$ cat src/hdl/vtoh_pkg.sv
// constants for the tributary overhead control/status register bank
// assumes one 20 MHz clock and a synchronous byte-wide cpu port
package vtoh_pkg;
  localparam logic [7:0] ADDR_TX_CTRL = 8'h2d;
  localparam logic [7:0] ADDR_TX_OBITS = 8'h2e;
  localparam logic [7:0] ADDR_DROP_SEL = 8'h2f;
  localparam logic [7:0] ADDR_PAR_CNT = 8'h30;
  localparam logic [7:0] ADDR_FAR_CNT = 8'h31;
  localparam logic [7:0] ADDR_LBL_ALM = 8'h32;
  localparam logic [7:0] ADDR_PTR_ALM = 8'h33;
  localparam logic [7:0] ADDR_EXP_LBL = 8'h36;
  localparam logic [7:0] REG_RESET = 8'h00;
  localparam logic [2:0] EXP_RESET = 3'h0;
  // tx control and drop select bit positions
  localparam int CTL_AIS = 7;
  localparam int CTL_PINV = 6;
  localparam int CTL_FINV = 5;
  localparam int CTL_RDI = 4;
  localparam int CTL_RFI = 3;
  localparam int SEL_SIDE = 7;
  // alarm bit positions
  localparam int ALM_UNEQ = 7;
  localparam int ALM_SLER = 6;
  localparam int ALM_NDF = 3;
  localparam int ALM_FIFO = 0;
  localparam int ALM_AIS = 7;
  localparam int ALM_LOP = 6;
  localparam int ALM_SIZE = 5;
  // byte bit n (1 = msb) sits at index 8-n
  localparam int V5_FEBE = 5;
  localparam int V5_RFI = 4;
  localparam int V5_RDI = 0;
  localparam logic [3:0] NDF_CODE = 4'h9;
  localparam logic [1:0] SIZE_CODE = 2'h3;
  localparam logic [7:0] ALL_ONES = 8'hff;
  localparam logic [7:0] CNT_MAX = 8'hff;
  localparam logic [6:0] TRIB_MAX = 7'h54;
  localparam logic [6:0] VT_PER_STS = 7'h1c;
  localparam logic [6:0] VT_PER_GRP = 7'h04;
  localparam logic [3:0] AIS_FRAMES = 4'h3;
  localparam logic [3:0] LOP_FRAMES = 4'h8;
  typedef struct packed {
    logic valid;
    logic [1:0] sts;
    logic [2:0] grp;
    logic [1:0] vt;
  } vtoh_trib_t;
endpackage : vtoh_pkg

$ cat src/hdl/vtoh_ptr_if.sv
// pointer interpreter hand-off between register bank and monitor
// assumes per-frame strobes from the drop-side pointer tracker
`timescale 1ns/1ns
interface vtoh_ptr_if;
  logic frame;
  logic ptr_ais;
  logic ptr_bad;
  logic ais_state;
  logic lop_state;
  modport mon (input frame, ptr_ais, ptr_bad, output ais_state, lop_state);
  modport user (output frame, ptr_ais, ptr_bad, input ais_state, lop_state);
endinterface : vtoh_ptr_if

$ cat src/hdl/vtoh_ptr_mon.sv
// consecutive-frame pointer state tracker (ais and loss of pointer)
// assumes frame is a one-cycle strobe once per received pointer
`timescale 1ns/1ns
module vtoh_ptr_mon
  import vtoh_pkg::*;
(
  input logic clk,
  input logic rst_n,
  vtoh_ptr_if.mon ptr
);
  logic [3:0] ais_cnt_reg;
  logic [3:0] ais_cnt_next;
  logic [3:0] lop_cnt_reg;
  logic [3:0] lop_cnt_next;
  wire ais_full = (ais_cnt_reg == AIS_FRAMES);
  wire lop_full = (lop_cnt_reg == LOP_FRAMES);
  wire bad_frame = ptr.ptr_bad & ~ptr.ptr_ais;

  // any good frame breaks the run
  assign ais_cnt_next = !ptr.frame ? ais_cnt_reg :
    !ptr.ptr_ais ? 4'h0 :
    ais_full ? ais_cnt_reg : ais_cnt_reg + 4'h1; // [RULE24]
  assign lop_cnt_next = !ptr.frame ? lop_cnt_reg :
    !bad_frame ? 4'h0 :
    lop_full ? lop_cnt_reg : lop_cnt_reg + 4'h1; // [RULE24]
  assign ptr.ais_state = ais_full;
  assign ptr.lop_state = lop_full;

  always_ff @(posedge clk) begin
    if (!rst_n) begin
      ais_cnt_reg <= 4'h0;
      lop_cnt_reg <= 4'h0;
    end else begin
      ais_cnt_reg <= ais_cnt_next;
      lop_cnt_reg <= lop_cnt_next;
    end
  end
endmodule : vtoh_ptr_mon

$ cat src/hdl/vtoh_regs.sv
// tributary overhead control/status register bank, one port
// assumes synchronous cpu strobes and one-cycle datapath strobes
`timescale 1ns/1ns
// Contract
// (RULE1) tx ais forces whole tributary to ones
// (RULE2) force parity inverts v5 bits 1-2
// (RULE3) force far error inverts v5 bit 3
// (RULE4) remote defect sets v5 bit 8
// (RULE5) remote failure sets v5 bit 4
// (RULE6) tx label goes to v5 bits 5-7
// (RULE7) comm bits go into justification bytes
// (RULE8) side select bit: one picks b bus
// (RULE9) zero or out-of-range number gives ais
// (RULE10) numbers 1, 29, 57 pick sts 1-3
// (RULE11) output enable low tristates, overrides ais
// (RULE12) parity errors: 8-bit saturating, two/frame
// (RULE13) errors held during read, added after
// (RULE14) counters clear on reset, command, read
// (RULE15) far error bit counted, 8-bit saturating
// (RULE16) all-zero label latches unequipped
// (RULE17) label differing from expected latches mismatch
// (RULE18) v1 bits 1-4 of 1001 latch ndf
// (RULE19) add fifo error latches, fifo auto-resets
// (RULE20) ais and loss of pointer latch
// (RULE21) v1 size bits not 11 latch error
// (RULE22) alarms clear on read, relatch if active
// (RULE23) software writes the expected label
// (RULE24) pointer states need consecutive bad frames
module vtoh_regs
  import vtoh_pkg::*;
(
  input logic clk,
  input logic rst_n,
  input logic [7:0] cpu_addr,
  input logic [7:0] cpu_data_in,
  output logic [7:0] cpu_data_out,
  output logic cpu_data_oe,
  input logic cpu_cs_n,
  input logic cpu_rd_n,
  input logic cpu_wr_n,
  input logic port_output_enable,
  input logic counter_reset,
  input logic [7:0] tx_byte_in,
  input logic tx_v5_slot,
  input logic tx_obit1_slot,
  input logic tx_obit2_slot,
  input logic [1:0] tx_bip2_calc,
  input logic tx_febe_calc,
  output logic [7:0] tx_byte_out,
  output logic drop_bus_b_sel,
  output logic trib_sel_valid,
  output logic [1:0] trib_sts,
  output logic [2:0] trib_grp,
  output logic [1:0] trib_vt,
  output logic drop_ais_gen,
  output logic line_out_oe,
  input logic rx_v5_strobe,
  input logic [7:0] rx_v5_byte,
  input logic [1:0] rx_bip2_errs,
  input logic rx_v1_strobe,
  input logic [7:0] rx_v1_byte,
  input logic rx_ptr_frame,
  input logic rx_ptr_ais,
  input logic rx_ptr_bad,
  input logic add_fifo_ovf,
  input logic add_fifo_udf,
  output logic add_fifo_reset
);
  function automatic vtoh_trib_t trib_decode(input logic [6:0] n);
    vtoh_trib_t t;
    logic [6:0] m;
    logic [6:0] r;
    m = n - 7'h01;
    r = m % VT_PER_STS;
    t.valid = (n != 7'h00) && (n <= TRIB_MAX);
    t.sts = 2'(m / VT_PER_STS);
    t.grp = 3'(r / VT_PER_GRP);
    t.vt = 2'(r % VT_PER_GRP);
    return t;
  endfunction : trib_decode

  logic [7:0] ctrl_reg;
  logic [7:0] obits_reg;
  logic [7:0] sel_reg;
  logic [2:0] exp_reg;
  logic [7:0] lbl_alm_reg;
  logic [7:0] lbl_alm_next;
  logic [7:0] ptr_alm_reg;
  logic [7:0] ptr_alm_next;
  logic [2:0] rx_label_reg;
  logic label_seen_reg;
  logic rd_reg;
  logic wr_reg;
  logic [7:0] rd_addr_reg;
  logic [7:0] rd_mux;
  logic [7:0] tx_next;
  logic [7:0] v5_build;
  logic [7:0] cnt_reg [2];
  logic [7:0] pend_reg [2];
  logic [1:0] cnt_inc [2];
  vtoh_trib_t trib_dec;

  vtoh_ptr_if ptr_bus ();
  assign ptr_bus.frame = rx_ptr_frame;
  assign ptr_bus.ptr_ais = rx_ptr_ais;
  assign ptr_bus.ptr_bad = rx_ptr_bad;

  vtoh_ptr_mon u_ptr_mon (
    .clk(clk),
    .rst_n(rst_n),
    .ptr(ptr_bus)
  );

  // cpu strobes
  wire rd_now = ~cpu_cs_n & ~cpu_rd_n;
  wire wr_now = ~cpu_cs_n & ~cpu_wr_n;
  wire rd_start = rd_now & ~rd_reg;
  wire rd_done = rd_reg & ~rd_now;
  wire wr_start = wr_now & ~wr_reg;
  wire wr_ctrl = wr_start && (cpu_addr == ADDR_TX_CTRL);
  wire wr_obits = wr_start && (cpu_addr == ADDR_TX_OBITS);
  wire wr_sel = wr_start && (cpu_addr == ADDR_DROP_SEL);
  wire wr_exp = wr_start && (cpu_addr == ADDR_EXP_LBL);
  wire done_lbl = rd_done && (rd_addr_reg == ADDR_LBL_ALM);
  wire done_ptr = rd_done && (rd_addr_reg == ADDR_PTR_ALM);

  always_comb begin
    if (cpu_addr == ADDR_TX_CTRL) begin
      rd_mux = ctrl_reg;
    end else if (cpu_addr == ADDR_TX_OBITS) begin
      rd_mux = obits_reg;
    end else if (cpu_addr == ADDR_DROP_SEL) begin
      rd_mux = sel_reg;
    end else if (cpu_addr == ADDR_PAR_CNT) begin
      rd_mux = cnt_reg[0];
    end else if (cpu_addr == ADDR_FAR_CNT) begin
      rd_mux = cnt_reg[1];
    end else if (cpu_addr == ADDR_LBL_ALM) begin
      rd_mux = lbl_alm_reg;
    end else if (cpu_addr == ADDR_PTR_ALM) begin
      rd_mux = ptr_alm_reg;
    end else if (cpu_addr == ADDR_EXP_LBL) begin
      rd_mux = {5'h00, exp_reg};
    end else begin
      rd_mux = 8'h00;
    end
  end

  always_ff @(posedge clk) begin
    if (!rst_n) begin
      rd_reg <= 1'b0;
      wr_reg <= 1'b0;
      rd_addr_reg <= 8'h00;
      cpu_data_out <= 8'h00;
      cpu_data_oe <= 1'b0;
    end else begin
      rd_reg <= rd_now;
      wr_reg <= wr_now;
      cpu_data_oe <= rd_now;
      // snapshot at read start; also the mask of bits to clear
      if (rd_start) begin
        rd_addr_reg <= cpu_addr;
        cpu_data_out <= rd_mux;
      end
    end
  end

  always_ff @(posedge clk) begin
    if (!rst_n) begin
      ctrl_reg <= REG_RESET;
      obits_reg <= REG_RESET;
      sel_reg <= REG_RESET;
      exp_reg <= EXP_RESET;
    end else begin
      if (wr_ctrl) ctrl_reg <= cpu_data_in;
      if (wr_obits) obits_reg <= cpu_data_in;
      if (wr_sel) sel_reg <= cpu_data_in;
      if (wr_exp) exp_reg <= cpu_data_in[2:0]; // [RULE23]
    end
  end

  // transmit byte insertion
  assign v5_build = {
    tx_bip2_calc ^ {2{ctrl_reg[CTL_PINV]}},           // [RULE2]
    tx_febe_calc ^ ctrl_reg[CTL_FINV],                // [RULE3]
    ctrl_reg[CTL_RFI],                                // [RULE5]
    ctrl_reg[0], ctrl_reg[1], ctrl_reg[2],            // [RULE6]
    ctrl_reg[CTL_RDI]                                 // [RULE4]
  };

  always_comb begin
    if (ctrl_reg[CTL_AIS]) begin
      tx_next = ALL_ONES; // [RULE1]
    end else if (tx_v5_slot) begin
      tx_next = v5_build;
    end else if (tx_obit1_slot) begin
      tx_next = {tx_byte_in[7:6], obits_reg[3:0], tx_byte_in[1:0]}; // [RULE7]
    end else if (tx_obit2_slot) begin
      tx_next = {tx_byte_in[7:6], obits_reg[7:4], tx_byte_in[1:0]}; // [RULE7]
    end else begin
      tx_next = tx_byte_in;
    end
  end

  assign trib_dec = trib_decode(sel_reg[6:0]); // [RULE10]
  assign drop_bus_b_sel = sel_reg[SEL_SIDE]; // [RULE8]

  always_ff @(posedge clk) begin
    if (!rst_n) begin
      tx_byte_out <= 8'h00;
      trib_sel_valid <= 1'b0;
      trib_sts <= 2'h0;
      trib_grp <= 3'h0;
      trib_vt <= 2'h0;
      drop_ais_gen <= 1'b0;
      line_out_oe <= 1'b0;
      add_fifo_reset <= 1'b0;
    end else begin
      tx_byte_out <= tx_next;
      trib_sel_valid <= trib_dec.valid;
      trib_sts <= trib_dec.sts;
      trib_grp <= trib_dec.grp;
      trib_vt <= trib_dec.vt;
      // disabled outputs win over generated ais
      drop_ais_gen <= ~trib_dec.valid & port_output_enable; // [RULE9] [RULE11]
      line_out_oe <= port_output_enable; // [RULE11]
      add_fifo_reset <= add_fifo_ovf | add_fifo_udf; // [RULE19]
    end
  end

  // error counters: 0 = parity, 1 = far end
  assign cnt_inc[0] = rx_v5_strobe ? rx_bip2_errs : 2'h0; // [RULE12]
  assign cnt_inc[1] = {1'b0, rx_v5_strobe & rx_v5_byte[V5_FEBE]}; // [RULE15]

  genvar gi;
  generate
    for (gi = 0; gi < 2; gi++) begin : g_cnt
      localparam logic [7:0] CADDR = gi == 0 ? ADDR_PAR_CNT : ADDR_FAR_CNT;
      wire reading = rd_now && (cpu_addr == CADDR);
      wire done = rd_done && (rd_addr_reg == CADDR);
      wire [7:0] base = (counter_reset | done) ? 8'h00 : cnt_reg[gi];
      wire [1:0] live = reading ? 2'h0 : cnt_inc[gi];
      wire [7:0] held = done ? pend_reg[gi] : 8'h00;
      wire [9:0] sum = {2'h0, base} + {8'h00, live} + {2'h0, held};
      wire [8:0] psum = {1'b0, pend_reg[gi]} + {7'h00, cnt_inc[gi]};
      always_ff @(posedge clk) begin
        if (!rst_n) begin
          cnt_reg[gi] <= 8'h00; // [RULE14]
          pend_reg[gi] <= 8'h00;
        end else begin
          // saturate rather than wrap
          cnt_reg[gi] <= (sum > {2'h0, CNT_MAX}) ? CNT_MAX : sum[7:0];
          if (reading) begin
            pend_reg[gi] <= psum[8] ? CNT_MAX : psum[7:0]; // [RULE13]
          end else begin
            pend_reg[gi] <= 8'h00;
          end
        end
      end
    end
  endgenerate

  // latched alarms
  wire [2:0] rx_label = {rx_v5_byte[1], rx_v5_byte[2], rx_v5_byte[3]};
  wire uneq_set = label_seen_reg && (rx_label_reg == 3'h0); // [RULE16]
  wire sler_set = label_seen_reg && (rx_label_reg != exp_reg); // [RULE17]
  wire ndf_set = rx_v1_strobe && (rx_v1_byte[7:4] == NDF_CODE); // [RULE18]
  wire size_set = rx_v1_strobe && (rx_v1_byte[3:2] != SIZE_CODE); // [RULE21]
  wire fifo_set = add_fifo_ovf | add_fifo_udf; // [RULE19]
  wire [7:0] lbl_set = {uneq_set, sler_set, 2'h0, ndf_set, 2'h0, fifo_set};
  wire [7:0] ptr_set = {ptr_bus.ais_state, ptr_bus.lop_state, size_set,
    5'h00}; // [RULE20]
  // only bits that were reported are cleared; a new set wins
  assign lbl_alm_next = (lbl_alm_reg & ~(done_lbl ? cpu_data_out : 8'h00))
    | lbl_set; // [RULE22]
  assign ptr_alm_next = (ptr_alm_reg & ~(done_ptr ? cpu_data_out : 8'h00))
    | ptr_set; // [RULE22]

  always_ff @(posedge clk) begin
    if (!rst_n) begin
      lbl_alm_reg <= 8'h00;
      ptr_alm_reg <= 8'h00;
      rx_label_reg <= 3'h0;
      label_seen_reg <= 1'b0;
    end else begin
      lbl_alm_reg <= lbl_alm_next;
      ptr_alm_reg <= ptr_alm_next;
      if (rx_v5_strobe) begin
        rx_label_reg <= rx_label;
        label_seen_reg <= 1'b1;
      end
    end
  end
endmodule : vtoh_regs

$ cat config.mk
export PLATFORM = sky130hd
export DESIGN_NAME = vtoh_regs
export DESIGN_NICKNAME = d
export VERILOG_FILES = /design/src/hdl/vtoh_pkg.sv /design/src/hdl/vtoh_ptr_if.sv /design/src/hdl/vtoh_ptr_mon.sv /design/src/hdl/vtoh_regs.sv
export SDC_FILE = /design/constraint.sdc
export NUM_CORES = 1
export LEC_CHECK = 0
export BUFFER_PORTS_ARGS = -buffer_cell sky130_fd_sc_hd__clkbuf_2
export CORE_ASPECT_RATIO = 1.1
export CORE_MARGIN = 5
export CORE_UTILIZATION = 47
export CTS_CLUSTER_DIAMETER = 40
export DETAILED_ROUTE_END_ITERATION = 16
export GPL_TIMING_DRIVEN = 1
export PLACE_DENSITY = 0.7
export SYNTH_ARGS = -nofsm -noshare
export SYNTH_HDL_FRONTEND = slang
export SYNTH_SLANG_ARGS = --single-unit
$ cat constraint.sdc
create_clock -name clk -period 4.2 [get_ports clk]
set_clock_uncertainty 0.2 [all_clocks]
set_input_delay 0.21 -clock clk [delete_from_list [all_inputs] [get_ports clk]]
set_output_delay 0.21 -clock clk [all_outputs]
set_load 0.1 [all_outputs]
==> impl_metrics.json <==
{
  "maxCapViolCount": 0,
  "io_pins": 91,
  "die-area_sq_um": 16800,
  "ir_worst_vdd_mv": 0.229,
  "endpoint_kind": "flip-flop",
  "antenna_found_initial": 0,
  "drc": 0,
  "coreArea_sq_um": 14300,
  "gp_congestion": 0.858,
  "min_period_ps": 4060,
  "yosysSeqAreaShare": 0.392,
  "power.internal_mw": 2.27,
  "dp_slack_ps": -80.8,
  "track_usage": 0.207,
  "rows": 46,
  "drt-total-wl_um": 17500,
  "synth_warnings": 0,
  "cts.clk_slew.worst_paths_ps": 50,
  "syn_area_per_cell_sq_um": 8.97,
  "arrival_ps": 4170,
  "drt-vias-per-instance": 5.43,
  "hold_path.class": "input port to flip-flop",
  "placedCellCount": 1027,
  "hold_viol": 0,
  "drive_gt1_frac": 0.183,
  "tns_ps": 0,
  "die_w_um": 124,
  "areaGrowthSynthToFinish_pct": 25.3,
  "place_hpwl_um": 12400,
  "slew_headroom": 0.414,
  "post-cts-setup-buffers": 0,
  "syn_area_sq_um": 6740,
  "synth.distinct_cells": 71,
  "htree_levels": 4,
  "grt_max_degree": 74,
  "cts_buffer_depth": 2,
  "postSynthCellCount": 752,
  "fill_cells": 1280,
  "pwr-share-clk": 0.484,
  "clock_latency_ps": 420,
  "power_density_nw_per_um2": 354,
  "vias": 5937,
  "grt_overflow": 0,
  "final_antenna_net_count": 0,
  "required_ps": 4300,
  "maxSlewViolCount": 0,
  "numCtsBuffers": 17,
  "clock-sinks": 124,
  "sequentialPowerShare": 0.419,
  "postSynth.asyncResetShare": 0,
  "switchingPower_mw": 0.721,
  "port_buffers": 84,
  "root_buffer": "clkbuf_16",
  "antenna_cells": 0,
  "synth_seq_cells": 124,
  "pwr-share-comb": 0.097,
  "cts_tree": "yes",
  "path_class": "input port to flip-flop",
  "worstMarginPinSlew_ps": 872,
  "power.leakage_nw": 3.72,
  "synth_edf_count": 16,
  "dr.pass1.iters": 7,
  "p_total_mw": 2.99,
  "critPathLaunchType": "input port",
  "grt_pass1_vias": 5733,
  "p_sw_frac": 0.241,
  "r2r_cells": 13,
  "fin_cells": 1094,
  "final_nets": 986,
  "post_drt_wl_per_cell_um": 16.0,
  "die_y_um": 136,
  "fmax_mhz": 246,
  "grt_pass1_wl_um": 28200,
  "ys.flop_type": "dfxtp_1",
  "crit_fanout": 8,
  "min_path_cells": 4,
  "final-setup-viol-count": 0,
  "finalCritPeriodShare": 0.967,
  "worst_slack_ps": 138,
  "drtIter0Drc": 533,
  "initial_utilization": 0.472,
  "status": "finished, final reports clean"
}
[cells in the final DEF, fill, tap and decap left out, drive strengths merged, types with 12 or more instances in the layout]
master,n
clkbuf,110
dfxtp,108
nand2,76
nor2,65
a21oi,63
mux2i,44
dlygate4sd3,36
and2,33
o21ai,32
ha,28
inv,21
nor3,21
nand3,20
buf,19
xnor2,17
edfxtp,16
conb,16
nand2b,12
[stage by stage]
| step | utilization | hold WS (ps) | area (sq um) |
|---|---|---|---|
| finish | 0.592 | 9.47 | 8450 |
| global route | 0.592 | 51.2 | 8450 |
| CTS | 0.590 | 2.09 | 8420 |
| detailed placement | 0.523 | 197 | 7470 |
| global placement | 0.523 | 197 | 7470 |
| floorplan | - | 86.8 | 6800 |
[cells in the mapped netlist (7+ instances only)]
cell / count / area (sq um)
a21oi_1: 63 / 315
a31oi_1: 8 / 50.1
and2_1: 33 / 206
and3_1: 7 / 43.8
clkbuf_1: 30 / 113
dfxtp_1: 108 / 2160
edfxtp_1: 16 / 480
ha_1: 28 / 350
inv_1: 20 / 75.1
mux2i_1: 44 / 440
mux4_2: 7 / 158
nand2_1: 76 / 285
nand2b_1: 12 / 75.1
nand3_1: 20 / 100
nor2_1: 65 / 244
nor2b_1: 10 / 62.6
nor3_1: 19 / 95.1
nor3b_1: 7 / 52.6
o21a_1: 11 / 82.6
o21ai_0: 32 / 160
xnor2_1: 17 / 149
xor2_1: 10 / 87.6
[cell type report]
cell class                      count  area, sq um  area share
Clock buffer                       26          541      0.0640
Clock inverter                      5         51.3     0.00607
Inverter                           21         78.8     0.00933
Multi-Input combinational cell    587         3970       0.470
Sequential cell                   124         2650       0.313
Tap cell                          192          240      0.0284
Timing Repair Buffer              139          923       0.109
[cell families after synthesis]
kind of cell / Yosys count / share of synthesized area
buffers and inverters: 56 / 0.0319
flip-flops: 124 / 0.392
adder cells (fa/ha/maj): 34 / 0.0698
other: 1 / 0.000556
multiplexers: 55 / 0.0954
AO/OA/AOI/OAI: 169 / 0.158
AND/OR/NAND/NOR: 286 / 0.218
XOR/XNOR: 27 / 0.0351
[worst paths after layout]
| check | start | end | slack (ps) |
|---|---|---|---|
| hold / removal | rx_v1_byte[5] | lbl_alm_reg[3] | 9 |
| hold reg to reg | lbl_alm_reg[2] | lbl_alm_reg[2] | 230 |
| setup / recovery | cpu_addr[2] | cnt_reg[0][6] | 140 |
| setup reg to reg | rd_addr_reg[2] | cnt_reg[0][6] | 320 |
[power groups by stage]
stage	Combinational, mW	Sequential, mW	Clock, mW
6_report	0.290	1.25	1.45
5_1_grt	0.314	1.26	1.51
4_1_cts	0.289	1.25	1.47
3_5_place_dp	0.261	1.28	0
3_3_place_gp	0.260	1.28	0
2_1_floorplan	0.110	1.35	0
[metal layers]
layer	routed length [um]	GRT usage
met1	7660	0.257
met2	8630	0.354
met3	779	0.0442
met4	386	0.0755
met5	0	0
[critical path, stage by stage]
cell and delay (ps):
dlygate4sd3_1 530, clkbuf_2 150, or3_4 410, or4_2 560
and2_1 200, fa_1 460, ha_1 250, fa_1 400
a21o_1 200, a21o_1 190, mux2i_2 210, a31oi_4 180
o21a_1 230
[what timing repair did]
item | CTS | global route
hold buffers | 36 | 0
hold endpoints to repair | 51 | 0
gates resized for setup | 0 | 5
endpoints found under the setup margin | 0 | 10
No activity file was read; power rests on OpenSTA's default activity.
